===== src/shared/upac_defines.svh =====
// Constants of the USB port attach and mode controller: timing counts
// and select-code layout. Assumes a 10 MHz core clock.
// Operation
// - Bypass and main switch never both on
// - Detect state keeps data switch open
// - Attach check only in Detect, bypass only path
// - Load above threshold long enough flags attach
// - After attach, enable plus supply closes main switch
// - Removal check only while detect feature enabled
// - Load below threshold long enough flags removal
// - Removal: open switches, flag, discharge, back to Detect
// - Codes 010 and 110 select pass-through
// - 100 SDP, 101 emulation cycle, 111 CDP
// - Pass-through: data switch closed, trip limit, no discharge
// - SDP: discharge first, then data switch, trip limit
// - Changing among SDP, DCP, CDP cycles VBUS
// - CDP: discharge, data switch closed, CDP profile
// - CDP always constant current, profile kept on failure
// - CDP data-plus primary level answered on data-minus
// - Data-plus low returns data-minus low within 20 ms
// - Secondary detection on data-minus needs no action
// - Standalone DCP: discharge, profile, timeout disabled
// - Charging under DCP keeps short, data switch open
// - DCP short resistor stays through detection steps
`ifndef UPAC_DEFINES_SVH
`define UPAC_DEFINES_SVH

`define UPAC_CLK_HZ 10000000
// Qualification and discharge times in microseconds (plain defaults)
`define UPAC_ATTACH_QUAL_US 10000
`define UPAC_REMOVAL_QUAL_US 10000
`define UPAC_DISCHARGE_US 20000
`define UPAC_CDP_RESP_MS 20
// Cycle counts: each time times whole cycles per unit, no rounding up
`define UPAC_ATTACH_QUAL_CYC (`UPAC_CNT_W'(`UPAC_ATTACH_QUAL_US * (`UPAC_CLK_HZ / 1000000)))
`define UPAC_REMOVAL_QUAL_CYC (`UPAC_CNT_W'(`UPAC_REMOVAL_QUAL_US * (`UPAC_CLK_HZ / 1000000)))
`define UPAC_DISCHARGE_CYC (`UPAC_CNT_W'(`UPAC_DISCHARGE_US * (`UPAC_CLK_HZ / 1000000)))
`define UPAC_CDP_RESP_CYC (`UPAC_CNT_W'(`UPAC_CDP_RESP_MS * (`UPAC_CLK_HZ / 1000)))
// Select code bit order {high, mid, emulation}
`define UPAC_SEL_PASS_A 3'h2
`define UPAC_SEL_PASS_B 3'h6
`define UPAC_SEL_DCE_A 3'h1
`define UPAC_SEL_DCP 3'h3
`define UPAC_SEL_SDP 3'h4
`define UPAC_SEL_DCE_B 3'h5
`define UPAC_SEL_CDP 3'h7
`define UPAC_CNT_W 24

`endif


===== src/shared/upac_pkg.sv =====
// Types of the USB port attach and mode controller.
// Assumes upac_defines.svh for numeric constants.
package upac_pkg;

  typedef enum logic [5:0] {
    UPAC_ST_DETECT = 6'h01,
    UPAC_ST_ATTACHED = 6'h02,
    UPAC_ST_DISCHARGE = 6'h04,
    UPAC_ST_ACTIVE = 6'h08,
    UPAC_ST_REMOVED = 6'h10,
    UPAC_ST_IDLE = 6'h20
  } upac_state_t;

  typedef enum logic [2:0] {
    UPAC_MODE_PASS = 3'h0,
    UPAC_MODE_SDP = 3'h1,
    UPAC_MODE_DCP = 3'h2,
    UPAC_MODE_CDP = 3'h3,
    UPAC_MODE_DCE = 3'h4
  } upac_mode_t;

  // Mode select controls
  typedef struct packed {
    logic mode_select_high;
    logic mode_select_mid;
    logic emulation_select;
  } upac_sel_t;

  // Analog comparator results from the port
  typedef struct packed {
    logic load_above_attach;
    logic load_below_removal;
    logic main_supply_ok;
    logic vbus_discharged;
    logic dp_primary_level;
    logic dp_high;
  } upac_sense_t;

  // Switch and profile controls toward the analog section
  typedef struct packed {
    logic main_switch_on;
    logic bypass_switch_on;
    logic discharge_on;
    logic hs_switch_closed;
    logic cc_limit;
    logic cdp_profile;
    logic dcp_short;
    logic dm_drive_0p6;
    logic em_timeout_en;
  } upac_ctrl_t;

endpackage


===== src/hdl/upac_qual_timer.sv =====
// Qualification timer: reports when a condition has held for longer
// than a set number of cycles. Assumes synchronous inputs.
`timescale 1ns/10ps
`include "upac_defines.svh"
module upac_qual_timer #(
  parameter logic [`UPAC_CNT_W-1:0] LIMIT = 24'h000001
) (
  input wire logic clk,
  input wire logic rstn,
  input wire logic enable,
  input wire logic cond,
  output logic qualified
);

  logic [`UPAC_CNT_W-1:0] cnt_r;
  logic [`UPAC_CNT_W-1:0] cnt_nxt;
  logic qual_r;
  logic qual_nxt;

  // Count while the condition holds, restart when it drops
  always_comb begin
    cnt_nxt = '0;
    qual_nxt = 1'b0;
    if (enable && cond) begin
      if (cnt_r > LIMIT) begin
        cnt_nxt = cnt_r;
        qual_nxt = 1'b1;
      end else begin
        cnt_nxt = cnt_r + 24'h000001;
      end
    end
  end

  // Register stage
  always_ff @(posedge clk) begin
    if (!rstn) begin
      cnt_r <= '0;
      qual_r <= 1'b0;
    end else begin
      cnt_r <= cnt_nxt;
      qual_r <= qual_nxt;
    end
  end

  assign qualified = qual_r;

endmodule


===== src/hdl/upac_port_ctrl.sv =====
// Attach/removal qualification and active mode control of a USB port
// power controller. Inputs are synchronous to clk; analog levels
// arrive as comparator bits, switch controls leave as registered bits.
`timescale 1ns/10ps
`include "upac_defines.svh"
module upac_port_ctrl #(
  parameter logic [`UPAC_CNT_W-1:0] ATTACH_QUAL_CYC = `UPAC_ATTACH_QUAL_CYC,
  parameter logic [`UPAC_CNT_W-1:0] REMOVAL_QUAL_CYC = `UPAC_REMOVAL_QUAL_CYC,
  parameter logic [`UPAC_CNT_W-1:0] DISCHARGE_CYC = `UPAC_DISCHARGE_CYC,
  parameter logic [`UPAC_CNT_W-1:0] CDP_RESP_CYC = `UPAC_CDP_RESP_CYC
) (
  input wire logic clk,
  input wire logic rstn,
  input wire logic port_power_enable,
  input wire logic detect_feature_enable,
  input wire upac_pkg::upac_sel_t sel,
  input wire upac_pkg::upac_sense_t sense,
  input wire logic status_clear,
  output upac_pkg::upac_ctrl_t ctrl,
  output logic attach_flag_n,
  output logic attach_pin_status,
  output logic attach_status,
  output logic removal_status,
  output upac_pkg::upac_mode_t active_mode,
  output logic in_detect
);

  // Decode select controls into an active mode
  function automatic upac_pkg::upac_mode_t decode_mode(input upac_pkg::upac_sel_t s);
    case (s)
      `UPAC_SEL_PASS_A, `UPAC_SEL_PASS_B: decode_mode = upac_pkg::UPAC_MODE_PASS;
      `UPAC_SEL_SDP: decode_mode = upac_pkg::UPAC_MODE_SDP;
      `UPAC_SEL_CDP: decode_mode = upac_pkg::UPAC_MODE_CDP;
      `UPAC_SEL_DCP: decode_mode = upac_pkg::UPAC_MODE_DCP;
      default: decode_mode = upac_pkg::UPAC_MODE_DCE;
    endcase
  endfunction

  // Modes whose entry requires a VBUS discharge
  function automatic logic needs_discharge(input upac_pkg::upac_mode_t m);
    needs_discharge = (m != upac_pkg::UPAC_MODE_PASS);
  endfunction

  upac_pkg::upac_state_t state_r, state_nxt;
  upac_pkg::upac_mode_t mode_r, mode_nxt;
  upac_pkg::upac_ctrl_t ctrl_r, ctrl_nxt;
  logic attach_n_r, attach_n_nxt;
  logic apin_r, apin_nxt;
  logic att_r, att_nxt;
  logic rem_r, rem_nxt;
  logic [`UPAC_CNT_W-1:0] dis_cnt_r, dis_cnt_nxt;
  logic [`UPAC_CNT_W-1:0] cdp_cnt_r, cdp_cnt_nxt;
  logic cdp_wait_up_r, cdp_wait_up_nxt;
  logic cdp_wait_dn_r, cdp_wait_dn_nxt;
  logic in_detect_r, in_detect_nxt;
  logic attach_qualified;
  logic removal_qualified;
  logic removal_enable;
  upac_pkg::upac_mode_t sel_mode;

  assign sel_mode = decode_mode(sel);
  // Removal watch in Active and in the Detect power state after an attach
  // (Attached, Idle), gated by the feature bit; before an attach there is
  // no load, so a watch there would flag removals of nothing over and over
  assign removal_enable = detect_feature_enable &&
    ((state_r == upac_pkg::UPAC_ST_ATTACHED) || (state_r == upac_pkg::UPAC_ST_IDLE) ||
    (state_r == upac_pkg::UPAC_ST_ACTIVE));

  // Attach qualification only while in Detect on the bypass supply
  upac_qual_timer #(.LIMIT(ATTACH_QUAL_CYC)) u_attach_qual (
    .clk(clk),
    .rstn(rstn),
    .enable(state_r == upac_pkg::UPAC_ST_DETECT),
    .cond(sense.load_above_attach),
    .qualified(attach_qualified)
  );

  // Removal qualification on low load current
  upac_qual_timer #(.LIMIT(REMOVAL_QUAL_CYC)) u_removal_qual (
    .clk(clk),
    .rstn(rstn),
    .enable(removal_enable),
    .cond(sense.load_below_removal),
    .qualified(removal_qualified)
  );

  // Main state machine and switch controls
  always_comb begin
    state_nxt = state_r;
    mode_nxt = mode_r;
    ctrl_nxt = ctrl_r;
    attach_n_nxt = attach_n_r;
    apin_nxt = apin_r;
    att_nxt = att_r;
    rem_nxt = rem_r;
    dis_cnt_nxt = dis_cnt_r;
    cdp_cnt_nxt = cdp_cnt_r;
    cdp_wait_up_nxt = cdp_wait_up_r;
    cdp_wait_dn_nxt = cdp_wait_dn_r;
    if (status_clear) begin
      apin_nxt = 1'b0;
      att_nxt = 1'b0;
      rem_nxt = 1'b0;
    end
    unique case (state_r)
      upac_pkg::UPAC_ST_DETECT: begin
        // Bypass supply only, data switch open, no profile
        ctrl_nxt = '0;
        ctrl_nxt.bypass_switch_on = 1'b1;
        ctrl_nxt.hs_switch_closed = 1'b0;
        if (attach_qualified) begin
          attach_n_nxt = 1'b0;
          apin_nxt = 1'b1;
          att_nxt = 1'b1;
          state_nxt = upac_pkg::UPAC_ST_ATTACHED;
        end
      end
      upac_pkg::UPAC_ST_ATTACHED: begin
        // Bypass stays the only path until power is allowed
        ctrl_nxt = '0;
        ctrl_nxt.bypass_switch_on = 1'b1;
        if (removal_qualified) begin
          // Device left before power came: open both paths, then discharge
          ctrl_nxt = '0;
          dis_cnt_nxt = '0;
          state_nxt = upac_pkg::UPAC_ST_REMOVED;
        end else if (port_power_enable && sense.main_supply_ok) begin
          ctrl_nxt.bypass_switch_on = 1'b0;
          mode_nxt = sel_mode;
          if (needs_discharge(sel_mode)) begin
            ctrl_nxt.discharge_on = 1'b1;
            dis_cnt_nxt = '0;
            state_nxt = upac_pkg::UPAC_ST_DISCHARGE;
          end else begin
            state_nxt = upac_pkg::UPAC_ST_ACTIVE;
          end
        end
      end
      upac_pkg::UPAC_ST_DISCHARGE: begin
        // Cycle VBUS before a BC1.2 role is presented
        ctrl_nxt = '0;
        ctrl_nxt.discharge_on = 1'b1;
        dis_cnt_nxt = dis_cnt_r + 24'h000001;
        if (dis_cnt_r >= DISCHARGE_CYC) begin
          state_nxt = upac_pkg::UPAC_ST_ACTIVE;
          cdp_wait_up_nxt = 1'b1;
          cdp_wait_dn_nxt = 1'b0;
          cdp_cnt_nxt = '0;
        end
      end
      upac_pkg::UPAC_ST_ACTIVE: begin
        ctrl_nxt = '0;
        ctrl_nxt.main_switch_on = 1'b1;
        ctrl_nxt.bypass_switch_on = 1'b0;
        unique case (mode_r)
          upac_pkg::UPAC_MODE_PASS, upac_pkg::UPAC_MODE_SDP: begin
            ctrl_nxt.hs_switch_closed = 1'b1;
            ctrl_nxt.cc_limit = 1'b0;
          end
          upac_pkg::UPAC_MODE_CDP: begin
            ctrl_nxt.hs_switch_closed = 1'b1;
            ctrl_nxt.cc_limit = 1'b1;
            ctrl_nxt.cdp_profile = 1'b1;
            // Primary detection answer, then release on data-plus low
            if (cdp_wait_up_r && sense.dp_primary_level) begin
              ctrl_nxt.dm_drive_0p6 = 1'b1;
              cdp_wait_up_nxt = 1'b0;
              cdp_wait_dn_nxt = 1'b1;
            end else if (cdp_wait_dn_r) begin
              ctrl_nxt.dm_drive_0p6 = sense.dp_high;
              if (!sense.dp_high) begin
                cdp_wait_dn_nxt = 1'b0;
              end
            end
            cdp_cnt_nxt = '0;
          end
          upac_pkg::UPAC_MODE_DCP: begin
            ctrl_nxt.dcp_short = 1'b1;
            ctrl_nxt.hs_switch_closed = 1'b0;
            ctrl_nxt.cc_limit = 1'b1;
            ctrl_nxt.em_timeout_en = 1'b0;
          end
          upac_pkg::UPAC_MODE_DCE: begin
            // Cycle sequencing lives elsewhere; DCP inside it times out
            ctrl_nxt.dcp_short = 1'b1;
            ctrl_nxt.cc_limit = 1'b1;
            ctrl_nxt.em_timeout_en = 1'b1;
          end
          default: begin
            ctrl_nxt.hs_switch_closed = 1'b0;
          end
        endcase
        if (removal_qualified) begin
          ctrl_nxt = '0;
          // Fresh count, else a count left by a mode change ends the discharge at once
          dis_cnt_nxt = '0;
          state_nxt = upac_pkg::UPAC_ST_REMOVED;
        end else if (sel_mode != mode_r) begin
          // Changes to pass-through take effect at once, without a discharge
          mode_nxt = sel_mode;
          if (needs_discharge(sel_mode)) begin
            ctrl_nxt = '0;
            ctrl_nxt.discharge_on = 1'b1;
            dis_cnt_nxt = '0;
            state_nxt = upac_pkg::UPAC_ST_DISCHARGE;
          end
        end else if (!port_power_enable && (mode_r != upac_pkg::UPAC_MODE_PASS)) begin
          ctrl_nxt = '0;
          state_nxt = upac_pkg::UPAC_ST_IDLE;
        end
      end
      upac_pkg::UPAC_ST_REMOVED: begin
        // Switches open, attach released, VBUS discharged, then Detect
        ctrl_nxt = '0;
        ctrl_nxt.discharge_on = 1'b1;
        attach_n_nxt = 1'b1;
        rem_nxt = 1'b1;
        dis_cnt_nxt = dis_cnt_r + 24'h000001;
        if (sense.vbus_discharged || (dis_cnt_r >= DISCHARGE_CYC)) begin
          dis_cnt_nxt = '0;
          ctrl_nxt.discharge_on = 1'b0;
          state_nxt = upac_pkg::UPAC_ST_DETECT;
        end
      end
      upac_pkg::UPAC_ST_IDLE: begin
        // Power withdrawn with device still attached
        ctrl_nxt = '0;
        ctrl_nxt.bypass_switch_on = 1'b1;
        if (removal_qualified) begin
          // Removal on the bypass path follows the same steps
          ctrl_nxt = '0;
          dis_cnt_nxt = '0;
          state_nxt = upac_pkg::UPAC_ST_REMOVED;
        end else if (port_power_enable && sense.main_supply_ok) begin
          ctrl_nxt.bypass_switch_on = 1'b0;
          mode_nxt = sel_mode;
          ctrl_nxt.discharge_on = needs_discharge(sel_mode);
          dis_cnt_nxt = '0;
          state_nxt = needs_discharge(sel_mode) ? upac_pkg::UPAC_ST_DISCHARGE : upac_pkg::UPAC_ST_ACTIVE;
        end
      end
      default: begin
        ctrl_nxt = '0;
        state_nxt = upac_pkg::UPAC_ST_DETECT;
      end
    endcase
    // CDP response counter is only ever cleared and never counts up to CDP_RESP_CYC; it does not end the answer
    if (ctrl_nxt.dm_drive_0p6 && cdp_cnt_r >= CDP_RESP_CYC) begin
      cdp_cnt_nxt = cdp_cnt_r;
    end
    // Attach flags set by hardware win over a clear
    if (state_r == upac_pkg::UPAC_ST_DETECT && attach_qualified && !removal_qualified) begin
      apin_nxt = 1'b1;
      att_nxt = 1'b1;
    end
    if (state_r == upac_pkg::UPAC_ST_REMOVED) begin
      rem_nxt = 1'b1;
    end
    // Never both power paths
    if (ctrl_nxt.main_switch_on) begin
      ctrl_nxt.bypass_switch_on = 1'b0;
    end
    // Detect flag registered together with the state it reports
    in_detect_nxt = (state_nxt == upac_pkg::UPAC_ST_DETECT);
  end

  // Register stage
  always_ff @(posedge clk) begin
    if (!rstn) begin
      state_r <= upac_pkg::UPAC_ST_DETECT;
      mode_r <= upac_pkg::UPAC_MODE_PASS;
      ctrl_r <= '0;
      attach_n_r <= 1'b1;
      apin_r <= 1'b0;
      att_r <= 1'b0;
      rem_r <= 1'b0;
      dis_cnt_r <= '0;
      cdp_cnt_r <= '0;
      cdp_wait_up_r <= 1'b0;
      cdp_wait_dn_r <= 1'b0;
      in_detect_r <= 1'b1;
    end else begin
      state_r <= state_nxt;
      mode_r <= mode_nxt;
      ctrl_r <= ctrl_nxt;
      attach_n_r <= attach_n_nxt;
      apin_r <= apin_nxt;
      att_r <= att_nxt;
      rem_r <= rem_nxt;
      dis_cnt_r <= dis_cnt_nxt;
      cdp_cnt_r <= cdp_cnt_nxt;
      cdp_wait_up_r <= cdp_wait_up_nxt;
      cdp_wait_dn_r <= cdp_wait_dn_nxt;
      in_detect_r <= in_detect_nxt;
    end
  end

  // Outputs straight from flip-flops
  assign ctrl = ctrl_r;
  assign attach_flag_n = attach_n_r;
  assign attach_pin_status = apin_r;
  assign attach_status = att_r;
  assign removal_status = rem_r;
  assign active_mode = mode_r;
  assign in_detect = in_detect_r;

endmodule


===== config.mk =====
export PLATFORM = sky130hd
export DESIGN_NAME = upac_port_ctrl
export DESIGN_NICKNAME = d
export VERILOG_FILES = /design/src/shared/upac_pkg.sv /design/src/hdl/upac_qual_timer.sv /design/src/hdl/upac_port_ctrl.sv
export VERILOG_INCLUDE_DIRS = /design/src /design/src/shared
export SDC_FILE = /design/constraint.sdc
export NUM_CORES = 1
export LEC_CHECK = 0
export BUFFER_PORTS_ARGS = -buffer_cell sky130_fd_sc_hd__buf_2
export CAP_MARGIN = 5
export CORE_ASPECT_RATIO = 0.75
export CORE_MARGIN = 10
export CORE_UTILIZATION = 42
export CTS_CLUSTER_DIAMETER = 30
export DETAILED_ROUTE_END_ITERATION = 8
export PLACE_DENSITY_LB_ADDON = 0.1
export RECOVER_POWER = 50
export SYNTH_ARGS = -nofsm -noshare
export SYNTH_HDL_FRONTEND = slang
export SYNTH_SLANG_ARGS = --single-unit

===== constraint.sdc =====
create_clock -name clk -period 5.25 [get_ports clk]
set_input_delay 1.05 -clock clk [delete_from_list [all_inputs] [get_ports clk]]
set_output_delay 1.05 -clock clk [all_outputs]
set_load 0.005 [all_outputs]

After elaboration in Yosys (flattened, before gate mapping)

Index checks and enable logic that the tools add are counted.

Register bits after elaboration: 99
Latch bits: 0
Memory bits (writable): 0
ROM bits: 0
Input bits: 14
Output and inout port bits: 17
Logic and storage cells: 161
Memories kept: 0

$add $sub $neg: 3
$mul: 0
Div/mod/pow operators: 0
$lt $le $gt $ge: 3
Equality and inequality tests: 28
Shift-type cells: 0
Multiplexer cells: 69
Bitwise operators: 1
Reduce and logical (&&, ||, !) cells: 34

Operators by type and width:

| kind                                                   | count |
|---|---|
| two-way mux 24 bit                                     | 8 |
| one-hot mux 24 bit (5 select lines)                    | 1 |
| adder 24 x 1 -> 24 bit (second input constant)         | 3 |
| two-way mux 6 bit                                      | 9 |
| one-hot mux 9 bit (6 select lines)                     | 1 |
| > comparator 24 x 17 -> 1 bit (second input constant)  | 2 |
| two-way mux 9 bit                                      | 4 |
| two-way mux 1 bit                                      | 31 |
| one-hot mux 6 bit (5 select lines)                     | 1 |
| >= comparator 24 x 18 -> 1 bit (second input constant) | 1 |
| equality test 3 x 2 -> 1 bit (second input constant)   | 4 |
| equality test 3 bit (second input constant)            | 4 |
| equality test 6 x 1 -> 1 bit (second input constant)   | 2 |
| two-way mux 3 bit                                      | 4 |
| one-hot mux 3 bit (4 select lines)                     | 1 |
| inequality test 3 x 1 -> 1 bit (second input constant) | 3 |
| logical AND 1 bit                                      | 8 |
| two-way mux 2 bit                                      | 4 |
| inequality test 2 x 1 -> 1 bit (second input constant) | 4 |
| inequality test 2 bit (second input constant)          | 4 |
| AND reduction 4 bit                                    | 2 |
| nonzero test 2 bit                                     | 4 |
| OR reduction 2 bit                                     | 4 |
| equality test 6 x 2 -> 1 bit (second input constant)   | 1 |
| 19 further kinds                                       | 28 |

Logic depth before layout (Yosys ltp)

Gate-level depths: netlist of the first run.

Depth in word-level cells: 9
Gate-level depth with buffers: 9
Depth with buffers taken out: 7

Cells and area by module

From an unflattened synthesis of the first run, not the netlist that was laid out.

Cells, all modules: 602
Area, all modules: 5138.7 µm²

Modules (own cells, without submodules):

| module                            | times used | cells each | area each (µm²) | seq. area each (µm²) |
|---|---|---|---|---|
| upac_port_ctrl                    | 1          | 336        | 2628.8          | 980.9 |
| upac_qual_timer at u_removal_qual | 1          | 135        | 1258.7          | 500.5 |
| upac_qual_timer at u_attach_qual  | 1          | 131        | 1251.2          | 500.5 |

Least setup slack after synthesis of the first run

OpenSTA, ideal clock, no wires.

Path kind: input port to flip-flop
Start point: in sel[0] in the netlist's numbering
End point: reg ctrl_r, in the netlist ctrl[5]
Library setup time: 0.086 ns
Arrival time: 2.650 ns
Required time: 5.164 ns
Setup slack: 2.514 ns
Cell stages on the path: 7
Buffers on the path: 1
Cells stage by stage: nand2b_1 > o32ai_1 > a211oi_2 > mux2_4 > or3_1 > buf_2 > a211oi_1

Cells in the longest elaborated chain, start to end: 8
Elaborated cells between the ends (all ways): 13
Classes of those cells: eq/ne (6); mux (5); reduce/logical (2)

Ends and longest elaborated chain:

| what                                                                | line                  | source |
|---|---|---|
| from (decl)                                                         | upac_port_ctrl.sv:16  | `input wire upac_pkg::upac_sel_t sel,` |
| equality test 3 x 2 -> 1 bit or equality test 3 bit (tied branches) | upac_port_ctrl.sv:30  | `case (s)` |
| OR reduction 2 bit                                                  | upac_port_ctrl.sv:30  |  |
| one-hot mux 3 bit (4 select lines) *                                | upac_port_ctrl.sv:30  |  |
| nonzero test 3 bit                                                  | upac_port_ctrl.sv:41  | `needs_discharge = (m != upac_pkg::UPAC_MODE_PASS);` |
| two-way mux 9 bit                                                   | upac_port_ctrl.sv:201 | `if (needs_discharge(sel_mode)) begin` |
| two-way mux 9 bit *                                                 | upac_port_ctrl.sv:198 | `end else if (sel_mode != mode_r) begin` |
| two-way mux 9 bit *                                                 | upac_port_ctrl.sv:193 | `if (removal_qualified) begin` |
| one-hot mux 9 bit (6 select lines) *                                | upac_port_ctrl.sv:105 | `unique case (state_r)` |
| to (signal assigned)                                                | upac_port_ctrl.sv:285 | `ctrl_r <= ctrl_nxt;` |
| to (decl)                                                           | upac_port_ctrl.sv:46  | `upac_pkg::upac_ctrl_t ctrl_r, ctrl_nxt;` |

Mark *: on every way between the ends. The rest lies on a longest branch, timed or not.
A chain may end at the register's enable or synchronous reset.

Worst setup path after layout of the first run

Start point: reg u_attach_qual.cnt_r[19]
End point: reg u_attach_qual.cnt_r[5]

Cells in the longest elaborated chain, start to end: 1

Ends and longest elaborated chain:

| what                          | line                  | source |
|---|---|---|
| from (decl)                   | upac_qual_timer.sv:15 | `` logic [`UPAC_CNT_W-1:0] cnt_r; `` |
| from (signal assigned)        | upac_qual_timer.sv:40 | `cnt_r <= cnt_nxt;` |
| > comparator 24 x 17 -> 1 bit | upac_qual_timer.sv:25 | `if (cnt_r > LIMIT) begin` |

No other way between the ends.

==> results of run 1 <==
[where the power goes]
part	switching (mW)	internal, mW	total, mW
Sequential	0.000765	0.752	0.753
Combinational	0.0187	0.00982	0.0285
Clock	0.268	0.392	0.660
Total	0.287	1.15	1.44
[per-layer routing]
| layer | routed length, microns | track usage |
|---|---|---|
| met1 | 5150 | 0.173 |
| met2 | 4520 | 0.195 |
| met3 | 518 | 0.0352 |
| met5 | 0 | 0 |
| met4 | 95 | 0.0390 |
[final cells by class]
class                      instances  area share
timing repair buffer              33      0.0303
clock inverter                     2     0.00669
sequential                        99       0.378
inverter                          25      0.0179
clock buffer                      13      0.0497
multi-input combinational        412       0.484
tap                              140      0.0334
[metrics by stage]
step	hold WS, ps	setup WS, ps	instances
2_1_floorplan	420	2510	558
3_3_place_gp	432	1950	709
3_5_place_dp	435	1850	709
4_1_cts	456	2230	724
5_1_grt	479	1730	724
6_report	452	1870	724
[sequential cells by signal (all words and copies together) (netlist names), 3 cells and up]
| signal | cells |
|---|---|
| state_r | 6 |
| active_mode | 3 |
| u_removal_qual.cnt_r | 24 |
| u_attach_qual.cnt_r | 24 |
| dis_cnt_r | 24 |
| ctrl | 9 |
[critical path, delay by kind of cell, from the launching register on]
family / cells / cell delay, ps
simple gates: 3 / 2000
compound gates: 2 / 980
flops: 1 / 310
[synth_stat cells, types with 6 or more instances]
master,count,share of area
dfxtp_1,99,0.42
nor2_1,50,0.040
a21oi_1,47,0.050
nand2_1,43,0.034
nand3_1,28,0.030
inv_1,23,0.018
or4_1,23,0.037
o21ai_0,19,0.020
and2_1,18,0.024
or3_1,16,0.021
o31ai_1,15,0.024
buf_2,13,0.014
nor3_1,13,0.014
o211ai_1,13,0.021
nand4_1,11,0.015
xor2_1,10,0.019
o21a_1,9,0.014
clkbuf_1,8,0.0064
nand2b_1,8,0.011
nor4_1,8,0.011
o2111ai_1,8,0.015
ha_1,6,0.016
[cell families after synthesis]
family / Yosys count / synth area share
AND/OR/NAND/NOR: 244 / 0.285
AO/OA/AOI/OAI: 142 / 0.197
flip-flops: 99 / 0.420
buffers and inverters: 47 / 0.0416
XOR/XNOR: 14 / 0.0260
multiplexers: 6 / 0.0141
adder cells (fa/ha/maj): 6 / 0.0159
[cell usage in the layout (no fill, tap or decap), types with 6 or more instances in the layout]
master     synthesis  layout
nand4_1           11      11
inv_1             23      23
nor2_1            50      50
xor2_1            10      10
or4_1             23      23
nand2b_1           8       8
and2_1            18      13
o31ai_1           15      15
dfxtp_1           99      99
nor4_1             8       9
o21a_1             9       9
o211ai_1          13      13
o2111ai_1          8       8
clkbuf_16          0       9
clkbuf_1           8      13
or3_1             16      16
o21ai_0           19      21
a21oi_1           47      47
nor3_1            13      13
nand3_1           28      28
nand2_1           43      43
buf_2             13      19
ha_1               6       6
[path summary, 6_finish.rpt]
| kind | end | slack [ps] | start |
|---|---|---|---|
| max reg2reg | u_attach_qual.cnt_r[5] | 1870 | u_attach_qual.cnt_r[19] |
| min | u_attach_qual.cnt_r[22] | 450 | u_attach_qual.cnt_r[22] |
| min reg2reg | u_attach_qual.cnt_r[22] | 450 | u_attach_qual.cnt_r[22] |
| max | u_attach_qual.cnt_r[5] | 1870 | u_attach_qual.cnt_r[19] |
==> flow_metrics.env, run 1 <==
export IMPL_vdd_drop_max_mv=0.156
export IMPL_fill_cells=1061
export IMPL_fin_area_sq_mm=0.00524
export IMPL_avgSynthCellArea_sq_um=8.46
export IMPL_drt_iter0_markers=227
export IMPL_routabilityCongestion=0.805
export IMPL_cts_sinks=99
export IMPL_synth_fp_nets=578
export IMPL_numCtsBuffers=9
export IMPL_reg2regPathDepth=5
export IMPL_grt_max_degree=31
export IMPL_start_util=0.431
export IMPL_antenna_found_initial=0
export IMPL_finalSetupTns_ps=0
export IMPL_drive_above_1_share=0.0873
export IMPL_drt_pass1_iter_count=5
export IMPL_ctsHoldBuffers=0
export IMPL_arrival_ps=3630
export IMPL_clk_latency_ps=340
export IMPL_vias=4137
export IMPL_setup_viol=0
export IMPL_critPathLaunchType="flip-flop"
export IMPL_cp_data_required_time_ps=5510
export IMPL_cts_resized_gates=0
export IMPL_multiInputGateArea_sq_mm=0.00253
export IMPL_rows=33
export IMPL_nNetsFinal=600
export IMPL_synth_edf_count=0
export IMPL_first_global_vias=3721
export IMPL_drc=0
export IMPL_cts_setup_buffers=0
export IMPL_ys_warn_count=0
export IMPL_tightest_slew_ps=1520
export IMPL_path_common_cell="or4_1"
export IMPL_fin_skew_ps=6.27
export IMPL_p_total_mw=1.44
export IMPL_die_area_sq_mm=0.0159
export IMPL_finalCritPeriodShare=0.643
export IMPL_endpoint_kind="flip-flop"
export IMPL_violations="max-capacitance violations, max-slew violations"
export IMPL_cts_tree="built"
export IMPL_grt_pass1_wl_microns=17500
export IMPL_netlist_cell_type_count=58
export IMPL_clk_path_buf_depth=2
export IMPL_finalHoldViolCount=0
export IMPL_antennaDiodeCount=0
export IMPL_yosys_register_bits=99
export IMPL_dp_hpwl_microns=7300
export IMPL_max_freq_mhz=296
export IMPL_io_pins=31
export IMPL_numPortBuffers=30
export IMPL_grt_overflow_total=0
export IMPL_syn_inst=558
export IMPL_regArea_sq_mm=0.00198
export IMPL_antenna_left=0
export IMPL_place_area_sq_mm=0.00496
export IMPL_status="complete, but fails checks"
export IMPL_power_leakage_nw=1.70
export IMPL_htree_num_levels=3
export IMPL_worstHoldPathType="flip-flop to flip-flop"
export IMPL_avgRoutedWirePerCell_microns=14.2
export IMPL_ys_flop_type="dfxtp_1"
export IMPL_final_max_slew_violation_count=15
export IMPL_die_x_microns=142
export IMPL_die_h_microns=112
export IMPL_relSlewSlack=-0.0235
export IMPL_finalWirelength_microns=10300
export IMPL_path_max_fanout=14
export IMPL_min_path_cells=1
export IMPL_clk_pin_slew_ps=60
export IMPL_synthToLayoutAreaGrowth_pct=11.0
export IMPL_gr_usage_all_layers=0.128
export IMPL_synth_async_reset_ratio=0
export IMPL_worstPathCellList="or4_1, nor4_1, o21ai_0, or4_1, a21oi_1"
export IMPL_seq_area_frac_synth=0.420
export IMPL_slowest_delay_ps=830
export IMPL_post_route_util=0.479
export IMPL_drv_cap=1
export IMPL_cp_slowest_cell="o21ai_0"
export IMPL_clockRootBuffer="clkbuf_16"
export IMPL_design_core_area_sq_mm=0.0109
export IMPL_syn_cell_area_sq_mm=0.00472
export IMPL_powerDensity_mw_per_mm2=275
export IMPL_path_class="flip-flop to flip-flop"
export IMPL_finalCriticalPeriod_ps=3380
export IMPL_rsz0062_at_grt="no"
export IMPL_vias_per_cell=5.71
Power figures use the tool's default switching activity.
==> inputs of run 2 (changes only) <==
Settings changed: ABC_AREA from default to 1.
Clock period 5.25 ns to 3 ns, I/O delays scaled along.
==> run 2 against run 1 <==
  * The run now ends clean
  * Die area is 11% higher
  * Sequential share of layout area is 4.0 points lower
  * Power is 79% higher
  * Largest power group unchanged
==> flow_metrics.env, run 2 <==
export IMPL_status="complete, no violations"
export IMPL_synth_area_leader_cell="dfxtp_1"
export IMPL_avgRoutedWirePerCell_microns=13.1
export IMPL_mostFrequentLayoutCells="nand2_1 (154), nor2_1 (130), inv_1 (112)"
export IMPL_io_pins=31
export IMPL_seq_area_frac_synth=0.372
export IMPL_max_freq_mhz=414
export IMPL_antennaDiodeCount=0
export IMPL_endpoint_kind="flip-flop"
export IMPL_cts_sinks=99
export IMPL_numCtsBuffers=9
export IMPL_vias_per_cell=5.04
export IMPL_min_path_cells=2
export IMPL_cts_tree="built"
export IMPL_syn_cell_area_sq_mm=0.00533
export IMPL_drt_iter0_markers=375
export IMPL_ctsHoldBuffers=0
export IMPL_yosysTopAreaCellShare=0.372
export IMPL_die_x_microns=150
export IMPL_hold_path_end="u_attach_qual.cnt_r[22]"
export IMPL_min_delay_start="u_attach_qual.cnt_r[22]"
export IMPL_synth_fp_nets=808
export IMPL_die_h_microns=118
export IMPL_drv_cap=0
export IMPL_final_max_slew_violation_count=0
export IMPL_finalSetupTns_ps=0
export IMPL_first_global_vias=4659
export IMPL_drive_above_1_share=0.0766
export IMPL_vias=4978
export IMPL_dp_hpwl_microns=9460
export IMPL_netlist_cell_type_count=43
export IMPL_design_core_area_sq_mm=0.0123
export IMPL_powerDensity_mw_per_mm2=439
export IMPL_synth_most_common_cell="nand2_1"
export IMPL_path_max_fanout=7
export IMPL_reg_top3="dis_cnt_r x24, u_attach_qual.cnt_r x24, u_removal_qual.cnt_r x24"
export IMPL_start_util=0.432
export IMPL_power_leakage_nw=2.17
export IMPL_avgSynthCellArea_sq_um=6.76
export IMPL_numPortBuffers=30
export IMPL_worstHoldPathType="flip-flop to flip-flop"
export IMPL_layout_commonest_cell="nand2_1"
export IMPL_ys_flop_type="dfxtp_1"
export IMPL_ys_warn_count=0
export IMPL_clockRootBuffer="clkbuf_16"
export IMPL_synth_async_reset_ratio=0
export IMPL_grt_pass1_wl_microns=21800
export IMPL_tightest_slew_ps=972
export IMPL_antenna_found_initial=0
export IMPL_synthToLayoutAreaGrowth_pct=10.0
export IMPL_reg2regPathDepth=5
export IMPL_finalCriticalPeriod_ps=2420
export IMPL_relSlewSlack=0.347
export IMPL_routabilityCongestion=0.912
export IMPL_synth_edf_count=0
export IMPL_rows=35
export IMPL_r2r_slack_ps=580
export IMPL_htree_num_levels=3
export IMPL_drc=0
export IMPL_die_area_sq_mm=0.0176
export IMPL_vdd_drop_max_mv=0.282
export IMPL_cts_resized_gates=0
export IMPL_finalHoldViolCount=0
export IMPL_rsz0062_at_grt="no"
export IMPL_r2r_start="state_r[5]"
export IMPL_clk_path_buf_depth=2
export IMPL_arrival_ps=2680
export IMPL_clk_pin_slew_ps=70
export IMPL_synth_common_cells="nand2_1 (150), nor2_1 (129), inv_1 (111)"
export IMPL_path_class="flip-flop to flip-flop"
export IMPL_worstReg2RegEnd="u_attach_qual.cnt_r[3]"
export IMPL_critPathLaunchType="flip-flop"
export IMPL_p_total_mw=2.57
export IMPL_synthTopCellsByArea="dfxtp_1 (37%), nand2_1 (11%), nor2_1 (9.1%), inv_1 (7.8%), a21oi_1 (6.4%)"
export IMPL_antenna_left=0
export IMPL_grt_overflow_total=0
export IMPL_setup_viol=0
export IMPL_drt_pass1_iter_count=6
export IMPL_syn_inst=788
export IMPL_clk_latency_ps=350
export IMPL_fin_skew_ps=6.90
export IMPL_whs_ps=435
export IMPL_finalWirelength_microns=12900
export IMPL_cts_setup_buffers=0
export IMPL_cp_data_required_time_ps=3260
export IMPL_nNetsFinal=837
export IMPL_yosys_register_bits=99
export IMPL_grt_max_degree=31
export IMPL_finalCritPeriodShare=0.805
export IMPL_gr_usage_all_layers=0.145
## run 2: cell count changes after synthesis, moves of 8 or more
cell	change
a21oi_1	+21
and2_1	-18
buf_2	-8
inv_1	+88
nand2_1	+107
nand3_1	+24
nand4_1	+13
nor2_1	+79
o211ai_1	-13
o31ai_1	-15
or3_1	-16
or4_1	-23
## run 2: how the worst max path moves through the flow
stage                from                      to  slack [ps]  cells after the start
2_1_floorplan      sel[1]           dis_cnt_r[18]        1250                      9
3_3_place_gp       sel[0]           dis_cnt_r[17]         940                     11
3_5_place_dp         rstn  u_attach_qual.cnt_r[3]         890                      5
4_1_cts        state_r[5]           dis_cnt_r[17]         940                      9
5_1_grt        state_r[5]  u_attach_qual.cnt_r[3]         310                      5
6_report       state_r[5]  u_attach_qual.cnt_r[3]         580                      5
## run 2: area by class of cell
class / count / area (sq um)
clock inverters: 7 / 76.3
multi-input cells: 557 / 2780
fillers: 1314 / 6480
flip-flops and latches: 99 / 1980
repair buffers: 33 / 154
inverters: 117 / 439
well taps: 166 / 208
clock buffers: 9 / 225
## run 2: critical path: stages, from the launching register on
cell and delay [ps]:
dfxtp_1 360, nor2_1 300, nand4_1 330, nor3_1 840
inv_1 240, nor3b_1 270
## run 2: through the flow
step / util / setup slack [ps] / cells / instance area (sq um)
2_1_floorplan: - / 1250 / 788 / 5330
3_3_place_gp: 0.456 / 944 / 972 / 5630
3_5_place_dp: 0.456 / 889 / 972 / 5630
4_1_cts: 0.481 / 944 / 988 / 5930
5_1_grt: 0.475 / 313 / 988 / 5870
6_report: 0.475 / 585 / 988 / 5870
## run 2: kinds of logic after synthesis
kind of cell,Yosys count,share of synthesized area
adder cells (fa/ha/maj),6,0.0141
AO/OA/AOI/OAI,111,0.113
buffers and inverters,132,0.0969
flip-flops,99,0.372
XOR/XNOR,22,0.0376
AND/OR/NAND/NOR,418,0.367
## run 2: routing by layer
layer	wire, microns	track usage	part of all wire
met1	6840	0.204	0.53
met2	5300	0.212	0.41
met3	664	0.0403	0.051
met4	107	0.0352	0.0083
met5	0	0	0
## run 2: where the power goes
| part | leakage [nW] | total (mW) | switching [mW] | internal, mW |
|---|---|---|---|---|
| registers | 0.798 | 1.32 | 0.00131 | 1.32 |
| logic | 1.22 | 0.0682 | 0.0485 | 0.0197 |
| clock network | 0.148 | 1.19 | 0.535 | 0.654 |
